--- src/fsl_pkg.sv ---
// Constants shared by the fault status latch design files
`default_nettype none
package fsl_pkg;
  // Register byte addresses
  localparam logic [7:0] FSL_ADDR_FAULT = 8'h00;
  localparam logic [7:0] FSL_ADDR_LIVE = 8'h04;
  localparam logic [7:0] FSL_ADDR_CLEAR = 8'h08;
  localparam logic [7:0] FSL_ADDR_CURR_RESP = 8'h0c;
  localparam logic [7:0] FSL_ADDR_TEMP_RESP = 8'h10;
  localparam logic [7:0] FSL_ADDR_IRQ_STAT = 8'h14;
  localparam logic [7:0] FSL_ADDR_IRQ_MASK = 8'h18;
  localparam logic [7:0] FSL_ADDR_ALERT = 8'h1c;

  // Fault condition pins, in status bit order
  localparam int FSL_NCOND = 14;
  localparam int FSL_FAULT_W = 18;
  localparam int FSL_BIT_COMM = 14;
  localparam int FSL_BIT_SHUT = 15;
  localparam int FSL_BIT_PASS = 16;
  localparam int FSL_BIT_FAIL = 17;

  // Live status fields
  localparam int FSL_LIVE_ON = 0;
  localparam int FSL_LIVE_SIDE = 1;
  localparam int FSL_LIVE_ANY = 2;
  localparam int FSL_LIVE_COND = 16;

  // Clear command: side that issues it
  localparam int FSL_CLR_SIDE = 0;

  // Interrupt status fields
  localparam int FSL_IRQ_W = 3;
  localparam int FSL_IRQ_NEW = 0;
  localparam int FSL_IRQ_CLR_OK = 1;
  localparam int FSL_IRQ_CLR_BAD = 2;

  // Reset values
  localparam logic [7:0] FSL_RESP_RST = 8'h00;
  localparam logic [31:0] FSL_ZERO32 = 32'h0000_0000;
  localparam logic [2:0] FSL_SYNC_RST = 3'h0;

  typedef enum logic [1:0] {
    FSL_BUS_IDLE = 2'b01,
    FSL_BUS_ACK = 2'b10
  } fsl_bus_e;
endpackage
`default_nettype wire

--- src/fault_status_latch.sv ---
// Sticky fault status bank with side-gated clears and Avalon-MM access
//
// Implementation choices: the register offsets and the Avalon-MM slave port.
`default_nettype none
// Overview of operation
// - A status clear is accepted only from the side that holds control; the other is refused and flagged in interrupt status.
// - An accepted clear drops only the controlling side's alert, never the other side's.
// - Redundancy diode test pass or fail stays latched until a clear-faults command.
// - Shutdown is latched whenever the main output is off and held until cleared.
// - Voltage, current, fan, input, unknown, comm, internal and external flags all latch.
// - Current and temperature response settings change only on an explicit write.
// - A fault still present after a clear sets its flag again.
// - Operational state bits follow the present condition and are never latched.
module fault_status_latch (
  input wire logic core_clk,
  input wire logic rst,
  input wire logic [7:0] avs_address,
  input wire logic avs_read,
  input wire logic avs_write,
  input wire logic [31:0] avs_writedata,
  input wire logic [3:0] avs_byteenable,
  output logic [31:0] avs_readdata,
  output logic avs_waitrequest,
  input wire logic [fsl_pkg::FSL_NCOND-1:0] cond_pin,
  input wire logic output_on_pin,
  input wire logic control_side,
  input wire logic clear_req_a,
  input wire logic clear_req_b,
  input wire logic comm_err,
  input wire logic oring_done,
  input wire logic oring_pass,
  output logic alert_a,
  output logic alert_b,
  output logic irq,
  output logic [7:0] excess_current_resp,
  output logic [7:0] excess_temperature_resp
);
  import fsl_pkg::*;

  logic [FSL_NCOND-1:0] cond_s;
  logic out_on_s;
  fsl_bus_e bus_q;
  logic wait_q;
  logic [31:0] rdata_q;
  logic [FSL_FAULT_W-1:0] fault_q;
  logic [FSL_FAULT_W-1:0] fault_set;
  logic [FSL_FAULT_W-1:0] fault_d;
  logic [7:0] curr_resp_q;
  logic [7:0] temp_resp_q;
  logic [FSL_IRQ_W-1:0] irq_stat_q;
  logic [FSL_IRQ_W-1:0] irq_mask_q;
  logic [FSL_IRQ_W-1:0] irq_evt;
  logic irq_q;
  logic alert_a_q;
  logic alert_b_q;
  logic rd_take;
  logic wr_ok;
  logic bus_clr;
  logic clr_a;
  logic clr_b;
  logic clear_ok;
  logic clear_bad;
  logic new_evt;
  logic [31:0] live_word;
  logic [31:0] rd_mux;
  logic [FSL_NCOND:0] sync_lvl;
  logic [31:0] curr_m;
  logic [31:0] temp_m;
  logic [31:0] mask_m;

  // Merge write data into a register under byte enables
  function automatic logic [31:0] be_merge(input logic [31:0] old, input logic [31:0] nw,
                                          input logic [3:0] be);
    logic [31:0] r;
    r = old;
    for (int b = 0; b < 4; b++) begin
      if (be[b]) begin
        r[b*8 +: 8] = nw[b*8 +: 8];
      end
    end
    return r;
  endfunction

  function automatic logic wr_hit(input logic [7:0] a);
    return wr_ok && (avs_address == a);
  endfunction

  fsl_in_sync #(
    .W(FSL_NCOND + 1)
  ) u_sync (
    .core_clk(core_clk),
    .rst(rst),
    .pin({output_on_pin, cond_pin}),
    .level(sync_lvl)
  );

  assign out_on_s = sync_lvl[FSL_NCOND];
  assign cond_s = sync_lvl[FSL_NCOND-1:0];

  // Bus slave: one wait state, then a single-cycle acknowledge
  always_ff @(posedge core_clk or posedge rst) begin
    if (rst) begin
      bus_q <= FSL_BUS_IDLE;
      wait_q <= 1'b1;
    end else begin
      case (bus_q)
        FSL_BUS_IDLE: begin
          if (avs_read || avs_write) begin
            bus_q <= FSL_BUS_ACK;
            wait_q <= 1'b0;
          end
        end
        FSL_BUS_ACK: begin
          bus_q <= FSL_BUS_IDLE;
          wait_q <= 1'b1;
        end
        default: begin
          bus_q <= FSL_BUS_IDLE;
          wait_q <= 1'b1;
        end
      endcase
    end
  end

  assign rd_take = avs_read && (bus_q == FSL_BUS_IDLE);
  assign wr_ok = avs_write && (bus_q == FSL_BUS_ACK);

  // Live view carries no latch at all
  always_comb begin
    live_word = FSL_ZERO32;
    live_word[FSL_LIVE_ON] = out_on_s;
    live_word[FSL_LIVE_SIDE] = control_side;
    live_word[FSL_LIVE_ANY] = |cond_s;
    live_word[FSL_LIVE_COND +: FSL_NCOND] = cond_s;
  end

  // Unmapped and write-only addresses read as zero
  always_comb begin
    rd_mux = FSL_ZERO32;
    case (avs_address)
      FSL_ADDR_FAULT: rd_mux[FSL_FAULT_W-1:0] = fault_q;
      FSL_ADDR_LIVE: rd_mux = live_word;
      FSL_ADDR_CURR_RESP: rd_mux[7:0] = curr_resp_q;
      FSL_ADDR_TEMP_RESP: rd_mux[7:0] = temp_resp_q;
      FSL_ADDR_IRQ_STAT: rd_mux[FSL_IRQ_W-1:0] = irq_stat_q;
      FSL_ADDR_IRQ_MASK: rd_mux[FSL_IRQ_W-1:0] = irq_mask_q;
      FSL_ADDR_ALERT: rd_mux[1:0] = {alert_b_q, alert_a_q};
      default: rd_mux = FSL_ZERO32;
    endcase
  end

  // Read data is captured as waitrequest drops, so it stands at the ack edge
  always_ff @(posedge core_clk or posedge rst) begin
    if (rst) begin
      rdata_q <= FSL_ZERO32;
    end else if (rd_take) begin
      rdata_q <= rd_mux;
    end
  end

  // Clear sources: either side's request line or a bus command naming a side
  assign bus_clr = wr_ok && (avs_address == FSL_ADDR_CLEAR) && avs_byteenable[0];
  assign clr_a = clear_req_a || (bus_clr && !avs_writedata[FSL_CLR_SIDE]);
  assign clr_b = clear_req_b || (bus_clr && avs_writedata[FSL_CLR_SIDE]);
  assign clear_ok = (clr_a && !control_side) || (clr_b && control_side);
  assign clear_bad = (clr_a && control_side) || (clr_b && !control_side);

  // Conditions are levels, so a persisting one keeps setting its flag
  always_comb begin
    fault_set = '0;
    fault_set[FSL_NCOND-1:0] = cond_s;
    fault_set[FSL_BIT_COMM] = comm_err;
    fault_set[FSL_BIT_SHUT] = !out_on_s;
    fault_set[FSL_BIT_PASS] = oring_done && oring_pass;
    fault_set[FSL_BIT_FAIL] = oring_done && !oring_pass;
  end

  // Set wins over clear
  assign fault_d = (fault_q & ~{FSL_FAULT_W{clear_ok}}) | fault_set;
  assign new_evt = |(fault_set & ~fault_q);

  always_ff @(posedge core_clk or posedge rst) begin
    if (rst) begin
      fault_q <= '0;
    end else begin
      fault_q <= fault_d;
    end
  end

  // Each side keeps its own alert; only its own accepted clear drops it
  always_ff @(posedge core_clk or posedge rst) begin
    if (rst) begin
      alert_a_q <= 1'b0;
      alert_b_q <= 1'b0;
    end else begin
      alert_a_q <= (alert_a_q && !(clear_ok && !control_side)) || new_evt;
      alert_b_q <= (alert_b_q && !(clear_ok && control_side)) || new_evt;
    end
  end

  // Lane merge kept outside the flops; a select on a call result is not portable
  assign curr_m = be_merge({24'h00_0000, curr_resp_q}, avs_writedata, avs_byteenable);
  assign temp_m = be_merge({24'h00_0000, temp_resp_q}, avs_writedata, avs_byteenable);
  assign mask_m = be_merge({29'h0000_0000, irq_mask_q}, avs_writedata, avs_byteenable);

  // Response settings see no path from any clear
  always_ff @(posedge core_clk or posedge rst) begin
    if (rst) begin
      curr_resp_q <= FSL_RESP_RST;
      temp_resp_q <= FSL_RESP_RST;
    end else begin
      if (wr_hit(FSL_ADDR_CURR_RESP)) begin
        curr_resp_q <= curr_m[7:0];
      end
      if (wr_hit(FSL_ADDR_TEMP_RESP)) begin
        temp_resp_q <= temp_m[7:0];
      end
    end
  end

  // Interrupt events: new latch, clear accepted, clear refused
  always_comb begin
    irq_evt = '0;
    irq_evt[FSL_IRQ_NEW] = new_evt;
    irq_evt[FSL_IRQ_CLR_OK] = clear_ok;
    irq_evt[FSL_IRQ_CLR_BAD] = clear_bad;
  end

  // Write-one-to-clear; a new event in the same cycle survives
  always_ff @(posedge core_clk or posedge rst) begin
    if (rst) begin
      irq_stat_q <= '0;
      irq_mask_q <= '0;
    end else begin
      if (wr_hit(FSL_ADDR_IRQ_STAT) && avs_byteenable[0]) begin
        irq_stat_q <= (irq_stat_q & ~avs_writedata[FSL_IRQ_W-1:0]) | irq_evt;
      end else begin
        irq_stat_q <= irq_stat_q | irq_evt;
      end
      if (wr_hit(FSL_ADDR_IRQ_MASK)) begin
        irq_mask_q <= mask_m[FSL_IRQ_W-1:0];
      end
    end
  end

  // Registered output costs one cycle of interrupt latency
  always_ff @(posedge core_clk or posedge rst) begin
    if (rst) begin
      irq_q <= 1'b0;
    end else begin
      irq_q <= |(irq_stat_q & irq_mask_q);
    end
  end

  assign avs_readdata = rdata_q;
  assign avs_waitrequest = wait_q;
  assign alert_a = alert_a_q;
  assign alert_b = alert_b_q;
  assign irq = irq_q;
  assign excess_current_resp = curr_resp_q;
  assign excess_temperature_resp = temp_resp_q;
endmodule
`default_nettype wire

--- src/fsl_in_sync.sv ---
// Three-stage pin synchroniser with agreement filter
`default_nettype none
module fsl_in_sync #(
  parameter int W = 1
) (
  input wire logic core_clk,
  input wire logic rst,
  input wire logic [W-1:0] pin,
  output logic [W-1:0] level
);
  import fsl_pkg::*;

  logic [W-1:0] s1_q;
  logic [W-1:0] s2_q;
  logic [W-1:0] s3_q;
  logic [W-1:0] level_q;

  // First stage feeds only the second
  always_ff @(posedge core_clk or posedge rst) begin
    if (rst) begin
      s1_q <= '0;
      s2_q <= '0;
      s3_q <= '0;
    end else begin
      s1_q <= pin;
      s2_q <= s1_q;
      s3_q <= s2_q;
    end
  end

  // A change counts once stages two and three agree
  always_ff @(posedge core_clk or posedge rst) begin
    if (rst) begin
      level_q <= '0;
    end else begin
      for (int i = 0; i < W; i++) begin
        if (s2_q[i] == s3_q[i]) begin
          level_q[i] <= s3_q[i];
        end
      end
    end
  end

  assign level = level_q;
endmodule
`default_nettype wire

--- config.mk ---
export PLATFORM = sky130hd
export DESIGN_NAME = fault_status_latch
export DESIGN_NICKNAME = d
export VERILOG_FILES = /design/src/fsl_pkg.sv /design/src/fault_status_latch.sv /design/src/fsl_in_sync.sv
export SDC_FILE = /design/constraint.sdc
export NUM_CORES = 1
export LEC_CHECK = 0
export BUFFER_PORTS_ARGS = -buffer_cell sky130_fd_sc_hd__buf_2
export CAP_MARGIN = 0
export CORE_ASPECT_RATIO = 0.9
export CORE_MARGIN = 1
export CORE_UTILIZATION = 53
export DETAILED_ROUTE_END_ITERATION = 6
export HOLD_SLACK_MARGIN = 0.05
export PLACE_DENSITY = 0.79
export SYNTH_ARGS = -nofsm -noshare
export SYNTH_HDL_FRONTEND = slang
export SYNTH_SLANG_ARGS = --single-unit
export TNS_END_PERCENT = 10
--- constraint.sdc ---
create_clock -name core_clk -period 6.1 [get_ports core_clk]
set_input_delay 0.915 -clock core_clk [delete_from_list [all_inputs] [get_ports core_clk]]
set_output_delay 0.915 -clock core_clk [all_outputs]
set_load 0.01 [all_outputs]
# Word level (Yosys, flattened, before mapping)
# Index checks and enable logic that the tools add are counted.
# totals
ff_bits,138
input_bits,69
output_inout_bits,52
word_cells,115
# op_classes
eq_ne,25
muxes,10
bitwise_logic,10
n_reduce_logical,41
# ops
cell,n
$and A18 B18 Y18,2
$not A18 Y18,2
$eq A8 B5 Y1 const B,4
$logic_and A1 B1 Y1,21
$pmux W10 S2,1
$or A18 B18 Y18,1
$reduce_or A18 Y1,1
$eq A8 B4 Y1 const B,2
$eq A1 B1 Y1,15
$pmux W5 S3,1
$pmux W2 S7,1
$reduce_or A14 Y1,1
$mux W12,1
$eq A8 B3 Y1 const B,1
$logic_not A8 Y1,1
$logic_or A1 B1 Y1,7
$and A3 B3 Y3,2
$logic_not A1 Y1,6
$or A3 B3 Y3,2
$pmux W1 S6,1
$reduce_and A2 Y1,3
$mux W2,2
$mux W3,1
$not A3 Y3,1
5 further kinds,6

# Logic depth before layout (Yosys ltp)
# Gate-level depths: netlist (run 1).
# logic_depth
word_depth,12
depth_mapped,6
ltp_nobuf,4

# Modules after synthesis
# From an unflattened synthesis (run 1), not the netlist that was laid out.
# unflattened
hier_cells,357
area_unflattened_um2,5121.2
# modules_own_cells
module,n_inst,cells_per_inst,area_each_um2,seq_area_each_um2
fault_status_latch,1,281,3447.1,1878.1
fsl_in_sync,1,76,1674.1,1501.4

# Worst setup path before layout (run 1)
# Ideal clock, no wire load.
# synth_timing
path_kind,input port to flip-flop
from,input port avs_address[0]
to,register temp_resp_q[0] (netlist: excess_temperature_resp[0])
setup_time_ps,125
arrival_ps,2200
t_required_ps,5975
setup_slack_ps,3775
cell_stages,6
n_path_buf,2
cell_sequence,nor4_2 -> and3_1 -> buf_4 -> and3_1 -> buf_4 -> mux2_2
# synth_via
elab_chain_cells,3
# synth_rtl
element,line,source
start: declaration,fault_status_latch.sv:17,"input wire logic [7:0] avs_address,"
$eq A8 B5 Y1,fault_status_latch.sv:85,return wr_ok && (avs_address == a);
$logic_and A1 B1 Y1,fault_status_latch.sv:85,
$reduce_and A2 Y1 (no source line),-,
end signal: assignment,fault_status_latch.sv:216,temp_resp_q <= temp_m[7:0];
end: declaration,fault_status_latch.sv:49,logic [7:0] temp_resp_q;
# Every way passes these cells.
# A chain may end at the register's enable or synchronous reset.

# Worst setup path after layout (run 1)
# layout_timing
from,input port avs_address[0]
to,register temp_resp_q[6] (netlist: excess_temperature_resp[6])
# Same word-level chain as after synthesis.

==> results.yml, run 1 <==
cts:
  clk_pin_slew_worst_paths_ps: 60
  clk_path_buf_depth: 2
  htreeDepth: 4
  cts_hold_buf: 0
  cts-resized-gates: 0
  numClockSinks: 135
  insertion_delay_ps: 520
  clockRootBuffer: "clkbuf_8"
  numCtsBuffers: 17
  cts_tree: "built"
  post_cts_buffers: 0
hold_path:
  min_path_type: "reg -> reg"
detailed_routing:
  vias_per_cell: 5.69
  drtIter0Drc: 208
  antenna_left: 0
  drtPass1Iterations: 4
  drc: 0
  vias: 3365
  wirelength_um: 11100
  avgRoutedWirePerCell_um: 18.8
global_route:
  grt_max_degree: 72
  grt_usage_pct: 23.5
  grt_pass1_vias: 3344
  grt_overflow: 0
  antenna_found_initial: 0
  grt_pass1_wl_um: 17400
worst_setup_path:
  critPathLaunchType: "primary input"
  path_cells: "buf_2 -> nor4_2 -> and3_1 -> and3_1 -> mux2_2"
  cp_max_fo: 8
  cp.arrival_ps: 2740
  crit_top_cell: "and3_1"
  path_buf_inv: 1
  setup.worst_path.class: "in -> reg"
  required_ps: 6490
  slowest_stage: "and3_1"
  crit_path_max_incr_delay_ps: 490
  crit_family: "simple AND/OR/NAND/NOR gates"
  end_kind: "flip-flop"
floorplan:
  die_x_um: 105
  die_height_um: 94.9
  rows: 33
  die_area_mm2: 0.00999
  core-area_mm2: 0.00921
  ios: 121
  floorplan.initialDensity_pct: 55.2
timing:
  fin_setup_tns_ps: 0
  tightestPinTransition_ps: 877
  clock_skew_ps: 8.63
  final_hold_viol_count: 0
  grt_setup_unrepaired: "false"
  max_freq_mhz: 425
  drv_slew: 0
  period_needed_ps: 2350
  finalCritPeriodShare_pct: 38.5
  setup_viol: 0
  slew-limit-headroom_pct: 41.5
placement:
  dp_hpwl_um: 7160
  gp_congestion: 0.801
  port-buffer-count: 91
final_layout:
  num_antenna_cells: 0
  finish.utilization_pct: 67.6
  nFillCells: 638
  layout_common_cells: "dfrtp_1, buf_2, a22o_1"
  mostFrequentLayoutCell: "dfrtp_1"
  syn2layout_area_growth_pct: 22.4
  layout.nets: 525
  layout-drive-gt1-share_pct: 33.3
synth:
  syn_avg_cell_area_um2: 14.1
  postSynth.asyncResetShare_pct: 100
  yosys_warnings: 0
  yosys_most_used_dff: "dfrtp_1"
  syn_area_mm2: 0.00508
  ys_ff_latch: 135
  synth_cells: 361
  ys_types: 48
  synth_edf_count: 0
  ys_seq_area_share_pct: 66.5
power:
  vdd_drop_max_mv: 0.182
  p_per_area_mw_per_mm2: 351
  leakagePower_nw: 3.04
job:
  cap_violations: 0
run_status:
  outcome: "finished clean"
-- worst register-to-register path, cell delays in order (launching register included) --
cell and delay, ps:
dfstp_2 380, and4b_1 300, and3_1 380, and3_1 490
mux2_2 390
-- synthesized netlist by cell type, types with 3 or more instances --
cell type  number  share of area (%)
nor2b_1         3               0.37
o21ai_1         5               0.49
a21o_1         15                2.2
and3_1          4               0.49
mux2i_1         6                1.2
nor2_1          5               0.37
dfrtp_1       134                 66
nand3_1         6               0.59
a22o_1         25                4.3
a22oi_1         5               0.74
o2111ai_1       4               0.69
buf_4           5               0.74
buf_2           6               0.59
nor4_1          6               0.74
and4b_1         3               0.59
nand3b_1        4               0.59
clkbuf_1        6               0.44
o211ai_1        3               0.44
o21ai_0         8               0.79
mux2_2         24                5.3
nand2_1        14                1.0
maj3_1         15                3.0
inv_1          10               0.74
nand4_1         3               0.37
nand2b_1       13                1.6
-- power by group --
group	leakage [nW]	internal, W	total, W	switching [W]
clock network	0.283	0.000665	0.00104	0.000371
logic	1.09	0.0000622	0.000159	0.0000969
registers	1.66	0.000948	0.000992	0.0000437
total	3.04	0.00168	0.00219	0.000511
-- area by class of cell --
type                       instances  area, um^2  area share (%)
timing repair buffer              94         478            7.68
clock buffer                      21         429            6.89
multi-input combinational        198        1570            25.2
sequential                       135        3380            54.3
clock inverter                    11         174            2.79
tap                              122         153            2.45
inverter                          10        40.0           0.643
-- kinds of logic (layout without fill, tap and decap cells) --
logic type / Yosys count / in the layout / synth area share [%]
other cells: 1 / 2 / 0.0738
buf+inv: 29 / 136 / 2.81
fa+ha+maj: 15 / 15 / 2.95
mux: 31 / 31 / 6.72
simple gates: 71 / 71 / 8.34
compound gates: 79 / 79 / 12.6
flops: 135 / 135 / 66.5
-- final timing paths --
| kind | from | to | cells after the start | slack (ps) |
|---|---|---|---|---|
| worst min register to register | u_sync.s1_q[3] | u_sync.s2_q[3] | 0 | 350 |
| worst max-delay path | avs_address[0] | excess_temperature_resp[6] | 5 | 3750 |
| worst max register to register | bus_q[0] | excess_temperature_resp[6] | 4 | 4040 |
| max in group asynchronous | rst | u_sync.level[0] | 3 | 4180 |
| min in group asynchronous | rst | u_sync.s1_q[0] | 2 | 540 |
| worst min-delay path | u_sync.s1_q[3] | u_sync.s2_q[3] | 0 | 350 |
-- flip-flops by register name (all words and copies together), names as in the netlist --
signal                   cells
excess_temperature_resp      8
u_sync.level                15
u_sync.s1_q                 15
irq_stat_q                   3
excess_current_resp          8
avs_readdata                30
u_sync.s3_q                 15
fault_q                     18
irq                          1
alert_b                      1
irq_mask_q                   3
alert_a                      1
bus_q                        2
u_sync.s2_q                 15
-- per-layer routing --
layer  routed length [um]  GRT usage (%)  vias to the layer above
li1                     -              -                     1512
met3                  712           7.45                       14
met1                 4670           30.2                     1719
met4                  142           8.45                        0
met2                 5610           38.1                      120
met5                    0              0                        -
-- per-stage QoR --
stage	total power, W	instances	hold WS, ps	instance area [um^2]	setup WS, ps
floorplan	0.00110	362	331	5090	1580
global placement	0.00115	559	331	5620	3280
detailed placement	0.00116	559	335	5620	3220
CTS	0.00220	591	348	6220	3770
global route	0.00226	591	355	6220	3650
finish	0.00219	591	347	6220	3750
(Power assumes the default switching activity.)
==> inputs of run 2 (changes only) <==
--- a/config.mk
+++ b/config.mk
@@ -5,14 +5,15 @@
 export SDC_FILE = /design/constraint.sdc
 export NUM_CORES = 1
 export LEC_CHECK = 0
+export ABC_AREA = 1
 export BUFFER_PORTS_ARGS = -buffer_cell sky130_fd_sc_hd__buf_2
 export CAP_MARGIN = 0
 export CORE_ASPECT_RATIO = 0.9
 export CORE_MARGIN = 1
-export CORE_UTILIZATION = 53
+export CORE_UTILIZATION = 49
 export DETAILED_ROUTE_END_ITERATION = 6
 export HOLD_SLACK_MARGIN = 0.05
-export PLACE_DENSITY = 0.79
+export PLACE_DENSITY = 0.76
 export SYNTH_ARGS = -nofsm -noshare
 export SYNTH_HDL_FRONTEND = slang
 export SYNTH_SLANG_ARGS = --single-unit
==> constraint.sdc (replaced) <==
create_clock -name core_clk -period 2 [get_ports core_clk]
set_input_delay 0.3 -clock core_clk [delete_from_list [all_inputs] [get_ports core_clk]]
set_output_delay 0.3 -clock core_clk [all_outputs]
set_load 0.01 [all_outputs]
==> run 2 against run 1 <==
Net effect: largest power group unchanged; non-clock buffer count grew 21; die area grew 18%; sequential cell count is the same; register-to-register slack lost 3700 ps; global-route usage shrank 2.4 points; via count grew 18%; combinational power grew to 4.5 times the previous value; sequential power grew to 3.1 times the previous value; wire length grew 3.0%; synthesized area grew 9.0%; clock skew shrank 4.5 ps; cell count grew 34%; critical endpoint is now fault_q[2].
==> results.yml, run 2 <==
run_status:
  outcome: "finished clean"
floorplan:
  floorplan.initialDensity_pct: 50.8
  die_x_um: 114
  die_height_um: 103
  rows: 36
  ios: 121
  core-area_mm2: 0.0109
  die_area_mm2: 0.0117
power:
  p_per_area_mw_per_mm2: 1000
  vdd_drop_max_mv: 0.948
  leakagePower_nw: 3.50
timing:
  period_needed_ps: 1680
  fin_setup_tns_ps: 0
  slew-limit-headroom_pct: 53.3
  drv_slew: 0
  final_hold_viol_count: 0
  finalCritPeriodShare_pct: 84.2
  max_freq_mhz: 594
  clock_skew_ps: 4.11
  tightestPinTransition_ps: 699
  grt_setup_unrepaired: "false"
  setup_viol: 0
cts:
  numClockSinks: 135
  cts-resized-gates: 0
  clk_pin_slew_worst_paths_ps: 60
  insertion_delay_ps: 410
  htreeDepth: 4
  clk_path_buf_depth: 2
  post_cts_buffers: 0
  cts_tree: "built"
  cts_hold_buf: 16
  clockRootBuffer: "clkbuf_16"
  numCtsBuffers: 17
synth:
  syn_area_mm2: 0.00554
  ys_ff_latch: 135
  ys_seq_area_share_pct: 61.0
  postSynth.asyncResetShare_pct: 100
  syn_avg_cell_area_um2: 10.9
  synth_area_leader_cell: "dfrtp_1"
  yosysMostFrequentCell: "dfrtp_1"
  yosys_warnings: 0
  synth_cells: 507
  synthTopCellsByArea: "dfrtp_1, nand2_1, nand3_2, inv_1, maj3_1"
  synth_common_cells: "dfrtp_1, nand2_1, inv_1"
  ys_types: 32
  yosys_most_used_dff: "dfrtp_1"
  yosysTopAreaCellShare_pct: 60.5
  synth_edf_count: 0
final_layout:
  largest_reg_flops: 30
  layout_common_cells: "dfrtp_1, nand2_1, buf_2"
  layout-drive-gt1-share_pct: 35.9
  design_area_mm2: 0.00694
  nFillCells: 864
  syn2layout_area_growth_pct: 25.3
  layout.nets: 696
  num_antenna_cells: 0
  mostFrequentLayoutCell: "dfrtp_1"
worst_setup_path:
  rr_startpoint: "bus_q[0]"
  slowest_stage: "dfstp_2"
  crit_top_cell: "nand2_2"
  crit_start: "bus_q[0]"
  path_cells: "inv_1 -> nand4_4 -> inv_8 -> nand3_2 -> nand2_2 -> nand2_2 -> nand3_2 -> nand2_2"
  critPathLaunchType: "flip-flop"
  required_ps: 2350
  crit_path_max_incr_delay_ps: 520
  cp.arrival_ps: 2030
  cp_max_fo: 20
  setup.worst_path.class: "reg -> reg"
  end_kind: "flip-flop"
global_route:
  grt_usage_pct: 21.1
  antenna_found_initial: 0
  grt_overflow: 0
  grt_pass1_vias: 3862
  grt_pass1_wl_um: 18800
  grt_max_degree: 32
detailed_routing:
  drtIter0Drc: 246
  drc: 0
  vias_per_cell: 5.00
  antenna_left: 0
  drtPass1Iterations: 5
  wirelength_um: 11500
  vias: 3958
  avgRoutedWirePerCell_um: 14.5
job:
  cap_violations: 0
placement:
  dp_hpwl_um: 8140
  port-buffer-count: 91
  gp_congestion: 0.831
  placed_area_mm2: 0.00617
hold_path:
  hold_path.startpoint: "comm_err"
  min_path_type: "in -> reg"
## run 2: cell types whose count changed after synthesis, sizes merged, moves of 18 or more
| cell | previous run | this run |
|---|---|---|
| a22o | 25 | 0 |
| inv | 10 | 50 |
| mux2 | 25 | 0 |
| nand2 | 14 | 154 |
| nand3 | 6 | 45 |
| nor2 | 5 | 32 |
| o31ai | 0 | 18 |
## run 2: kinds of logic after synthesis
group | share of synthesized area, %
other | 0.0677
buffers and inverters | 5.85
DFF | 61.0
adders and majority gates | 2.71
AOI/OAI and AO/OA | 8.33
and+or+nand+nor | 22.0
## run 2: path summary, 6_finish.rpt
| check | end | slack [ps] | cells after the start |
|---|---|---|---|
| setup / recovery | fault_q[2] | 320 | 8 |
| hold / removal | fault_q[14] | 90 | 3 |
| setup reg to reg | fault_q[2] | 320 | 8 |
| hold reg to reg | u_sync.s2_q[14] | 350 | 0 |
| max in group asynchronous | excess_current_resp[4] | 790 | 4 |
| min in group asynchronous | u_sync.s3_q[5] | 550 | 3 |
## run 2: metrics by stage
stage          hold WS [ps]  worst slack [ps]  total power [W]  util [%]  cells
2_1_floorplan           331              21.7          0.00355         -    508
3_3_place_gp            331               328          0.00377      56.6    744
3_5_place_dp            335               290          0.00379      56.6    744
4_1_cts                83.8               307          0.00699      63.7    792
5_1_grt                95.0               246          0.00723      63.7    792
6_report               93.5               316          0.00695      63.7    792
## run 2: worst max-delay path: cells and delay by family, from the launching register on
family | cells | cell delay, ps
buf+inv | 2 | 130
flops | 1 | 520
simple gates | 6 | 950
## run 2: area by class of cell
cell class | count | area, um^2 | area share (%)
Timing Repair Buffer | 115 | 713 | 10.3
Tap cell | 152 | 190 | 2.74
Clock inverter | 12 | 150 | 2.16
Clock buffer | 20 | 467 | 6.72
Inverter | 50 | 204 | 2.94
Multi-Input combinational cell | 308 | 1840 | 26.5
Sequential cell | 135 | 3380 | 48.7
## run 2: layer usage
layer  track usage, %  wire (um)  up-vias  part of all wire (%)
met5                0          0        -                     0
met4             6.99        165        0                   1.4
met3             5.94        588       23                   5.1
met2             33.8       5550      135                    48
met1             28.1       5170     1922                    45
li1                 -          -     1878                     -
## run 2: report_power, final
part           internal [W]  leakage, nW  switching, W  total, W
clock network       0.00205        0.298       0.00113   0.00318
registers           0.00291         1.65      0.000140   0.00305
logic              0.000260         1.55      0.000459  0.000719
==> inputs of run 3 (changes only) <==
==> constraint.sdc (replaced) <==
create_clock -name core_clk -period 1.45 [get_ports core_clk]
set_input_delay 0.2175 -clock core_clk [delete_from_list [all_inputs] [get_ports core_clk]]
set_output_delay 0.2175 -clock core_clk [all_outputs]
set_load 0.01 [all_outputs]
==> run 3 against run 2 <==
Net effect: sequential power increased by 38%; total power increased by 40%; clock power grew 39%; critical endpoint is now fault_q[8]; largest power group unchanged; highest routed layer unchanged; clock-buffer cell count shrank 1; global-route usage rose by 0.82 points; largest cell class unchanged; critical path depth increased by 1; core utilization rose by 1.2 points.
==> results.yml, run 3 (same netlist as run 2, synthesis figures left out) <==
detailed_routing:
  wirelength_um: 11700
  drtPass1Iterations: 4
  vias: 3939
  antenna_left: 0
  drc: 0
  vias_per_cell: 4.89
  avgRoutedWirePerCell_um: 14.5
  drtIter0Drc: 274
cts:
  clockRootBuffer: "clkbuf_16"
  clk_path_buf_depth: 2
  insertion_delay_ps: 410
  htreeDepth: 4
  clk_pin_slew_worst_paths_ps: 60
  cts_tree: "built"
  numClockSinks: 135
  numCtsBuffers: 17
worst_setup_path:
  r2r_slack_ps: 60
  rr_worst_depth: 9
  cp.depth: 9
  required_ps: 1800
  path_cells: "inv_1 -> nand4_4 -> inv_8 -> nand3_2 -> nand2_2 -> nand2_2 -> buf_12 -> nand3_2 -> nand2_2"
  crit_family: "flip-flops"
  crit_top_cell: "nand2_2"
  critPathLaunchType: "flip-flop"
  slowest_stage: "dfstp_2"
  cp.arrival_ps: 1740
  critPathCapture: "fault_q[8]"
  crit_start: "bus_q[0]"
  reg2reg_to: "fault_q[8]"
  path_buf_inv: 3
  cp_max_fo: 20
  setup.worst_path.class: "reg -> reg"
  rr_startpoint: "bus_q[0]"
  end_kind: "flip-flop"
  crit_path_max_incr_delay_ps: 520
final_layout:
  layout_common_cells: "dfrtp_1, nand2_1, buf_2"
  finish.utilization_pct: 64.9
  largest_reg_flops: 30
  layout.nets: 709
  mostFrequentLayoutCell: "dfrtp_1"
  layout-drive-gt1-share_pct: 36.8
  instances_no_fill: 805
  num_antenna_cells: 0
  syn2layout_area_growth_pct: 27.8
global_route:
  grt_usage_pct: 21.9
  antenna_found_initial: 0
  grt_pass1_wl_um: 19400
  grt_pass1_vias: 3979
  grt_overflow: 0
  grt_max_degree: 47
floorplan:
  die_area_mm2: 0.0117
  ios: 121
  die_height_um: 103
  die_x_um: 114
  rows: 36
  core-area_mm2: 0.0109
  floorplan.initialDensity_pct: 50.8
timing:
  fin_setup_tns_ps: 0
  grt_setup_unrepaired: "true"
  fin_ws_ps: 55.4
  final_hold_viol_count: 0
  drv_slew: 0
  max_freq_mhz: 717
  finalCritPeriodShare_pct: 96.2
  setup_viol: 0
  clock_skew_ps: 7.48
  period_needed_ps: 1390
hold_path:
  min_path_type: "in -> reg"
  hold_path.startpoint: "avs_writedata[7]"
job:
  cap_violations: 0
power:
  total_power_w: 0.00971
  p_per_area_mw_per_mm2: 1370
  vdd_drop_max_mv: 1.05
  leakagePower_nw: 3.57
placement:
  gp_congestion: 0.826
  dp_hpwl_um: 8400
  dp_slack_ps: 24.6
  dp_cells: 753
  port-buffer-count: 91
run_status:
  outcome: "finished clean"
[run 3: power breakdown]
group	switching, W	total [W]	internal [W]
Sequential	0.000191	0.00421	0.00402
Combinational	0.000654	0.00107	0.000421
Clock	0.00166	0.00443	0.00277
Total	0.00250	0.00971	0.00721
[run 3: worst min path at each step]
| stage | end | cells past startpoint |
|---|---|---|
| after floorplan | u_sync.s1_q[0] | 0 |
| after global routing | excess_current_resp[7] | 3 |
| after detailed placement | u_sync.s2_q[3] | 2 |
| after CTS | excess_current_resp[7] | 3 |
| after global placement | u_sync.s2_q[3] | 2 |
| final | excess_current_resp[7] | 3 |
[run 3: cell type report]
cell class | instances | area (um^2)
clock buffer | 19 | 443
clock inverter | 13 | 169
fill | 863 | 3820
inverter | 50 | 205
multi-input combinational | 308 | 1850
sequential | 135 | 3380
tap | 152 | 190
timing repair buffer | 128 | 842
[run 3: routing by layer]
metal	part of all wire [%]	track usage, %	vias to the layer above
met2	48	34.8	114
met1	46	29.9	1907
li1	-	-	1903
met5	0	0	-
met4	1.1	7.39	0
met3	4.9	5.53	15
[run 3: worst min-delay path: stages]
cell	delay, ps
buf_2	70
inv_1	50
o21ai_2	120
[run 3: per-stage QoR]
| stage | hold WS [ps] | instance area [um^2] |
|---|---|---|
| detailed placement | 248 | 6250 |
| floorplan | 249 | 5550 |
| global placement | 251 | 6250 |
| CTS | 76.6 | 7050 |
| finish | 81.9 | 7080 |
| global route | 81.3 | 7080 |
[run 3: what timing repair did]
action	in CTS	in global routing
hold buffers	19	0
endpoints found under the setup margin	0	41
endpoints found under the hold margin	32	0
buffers inserted	0	1
resized for setup	0	6
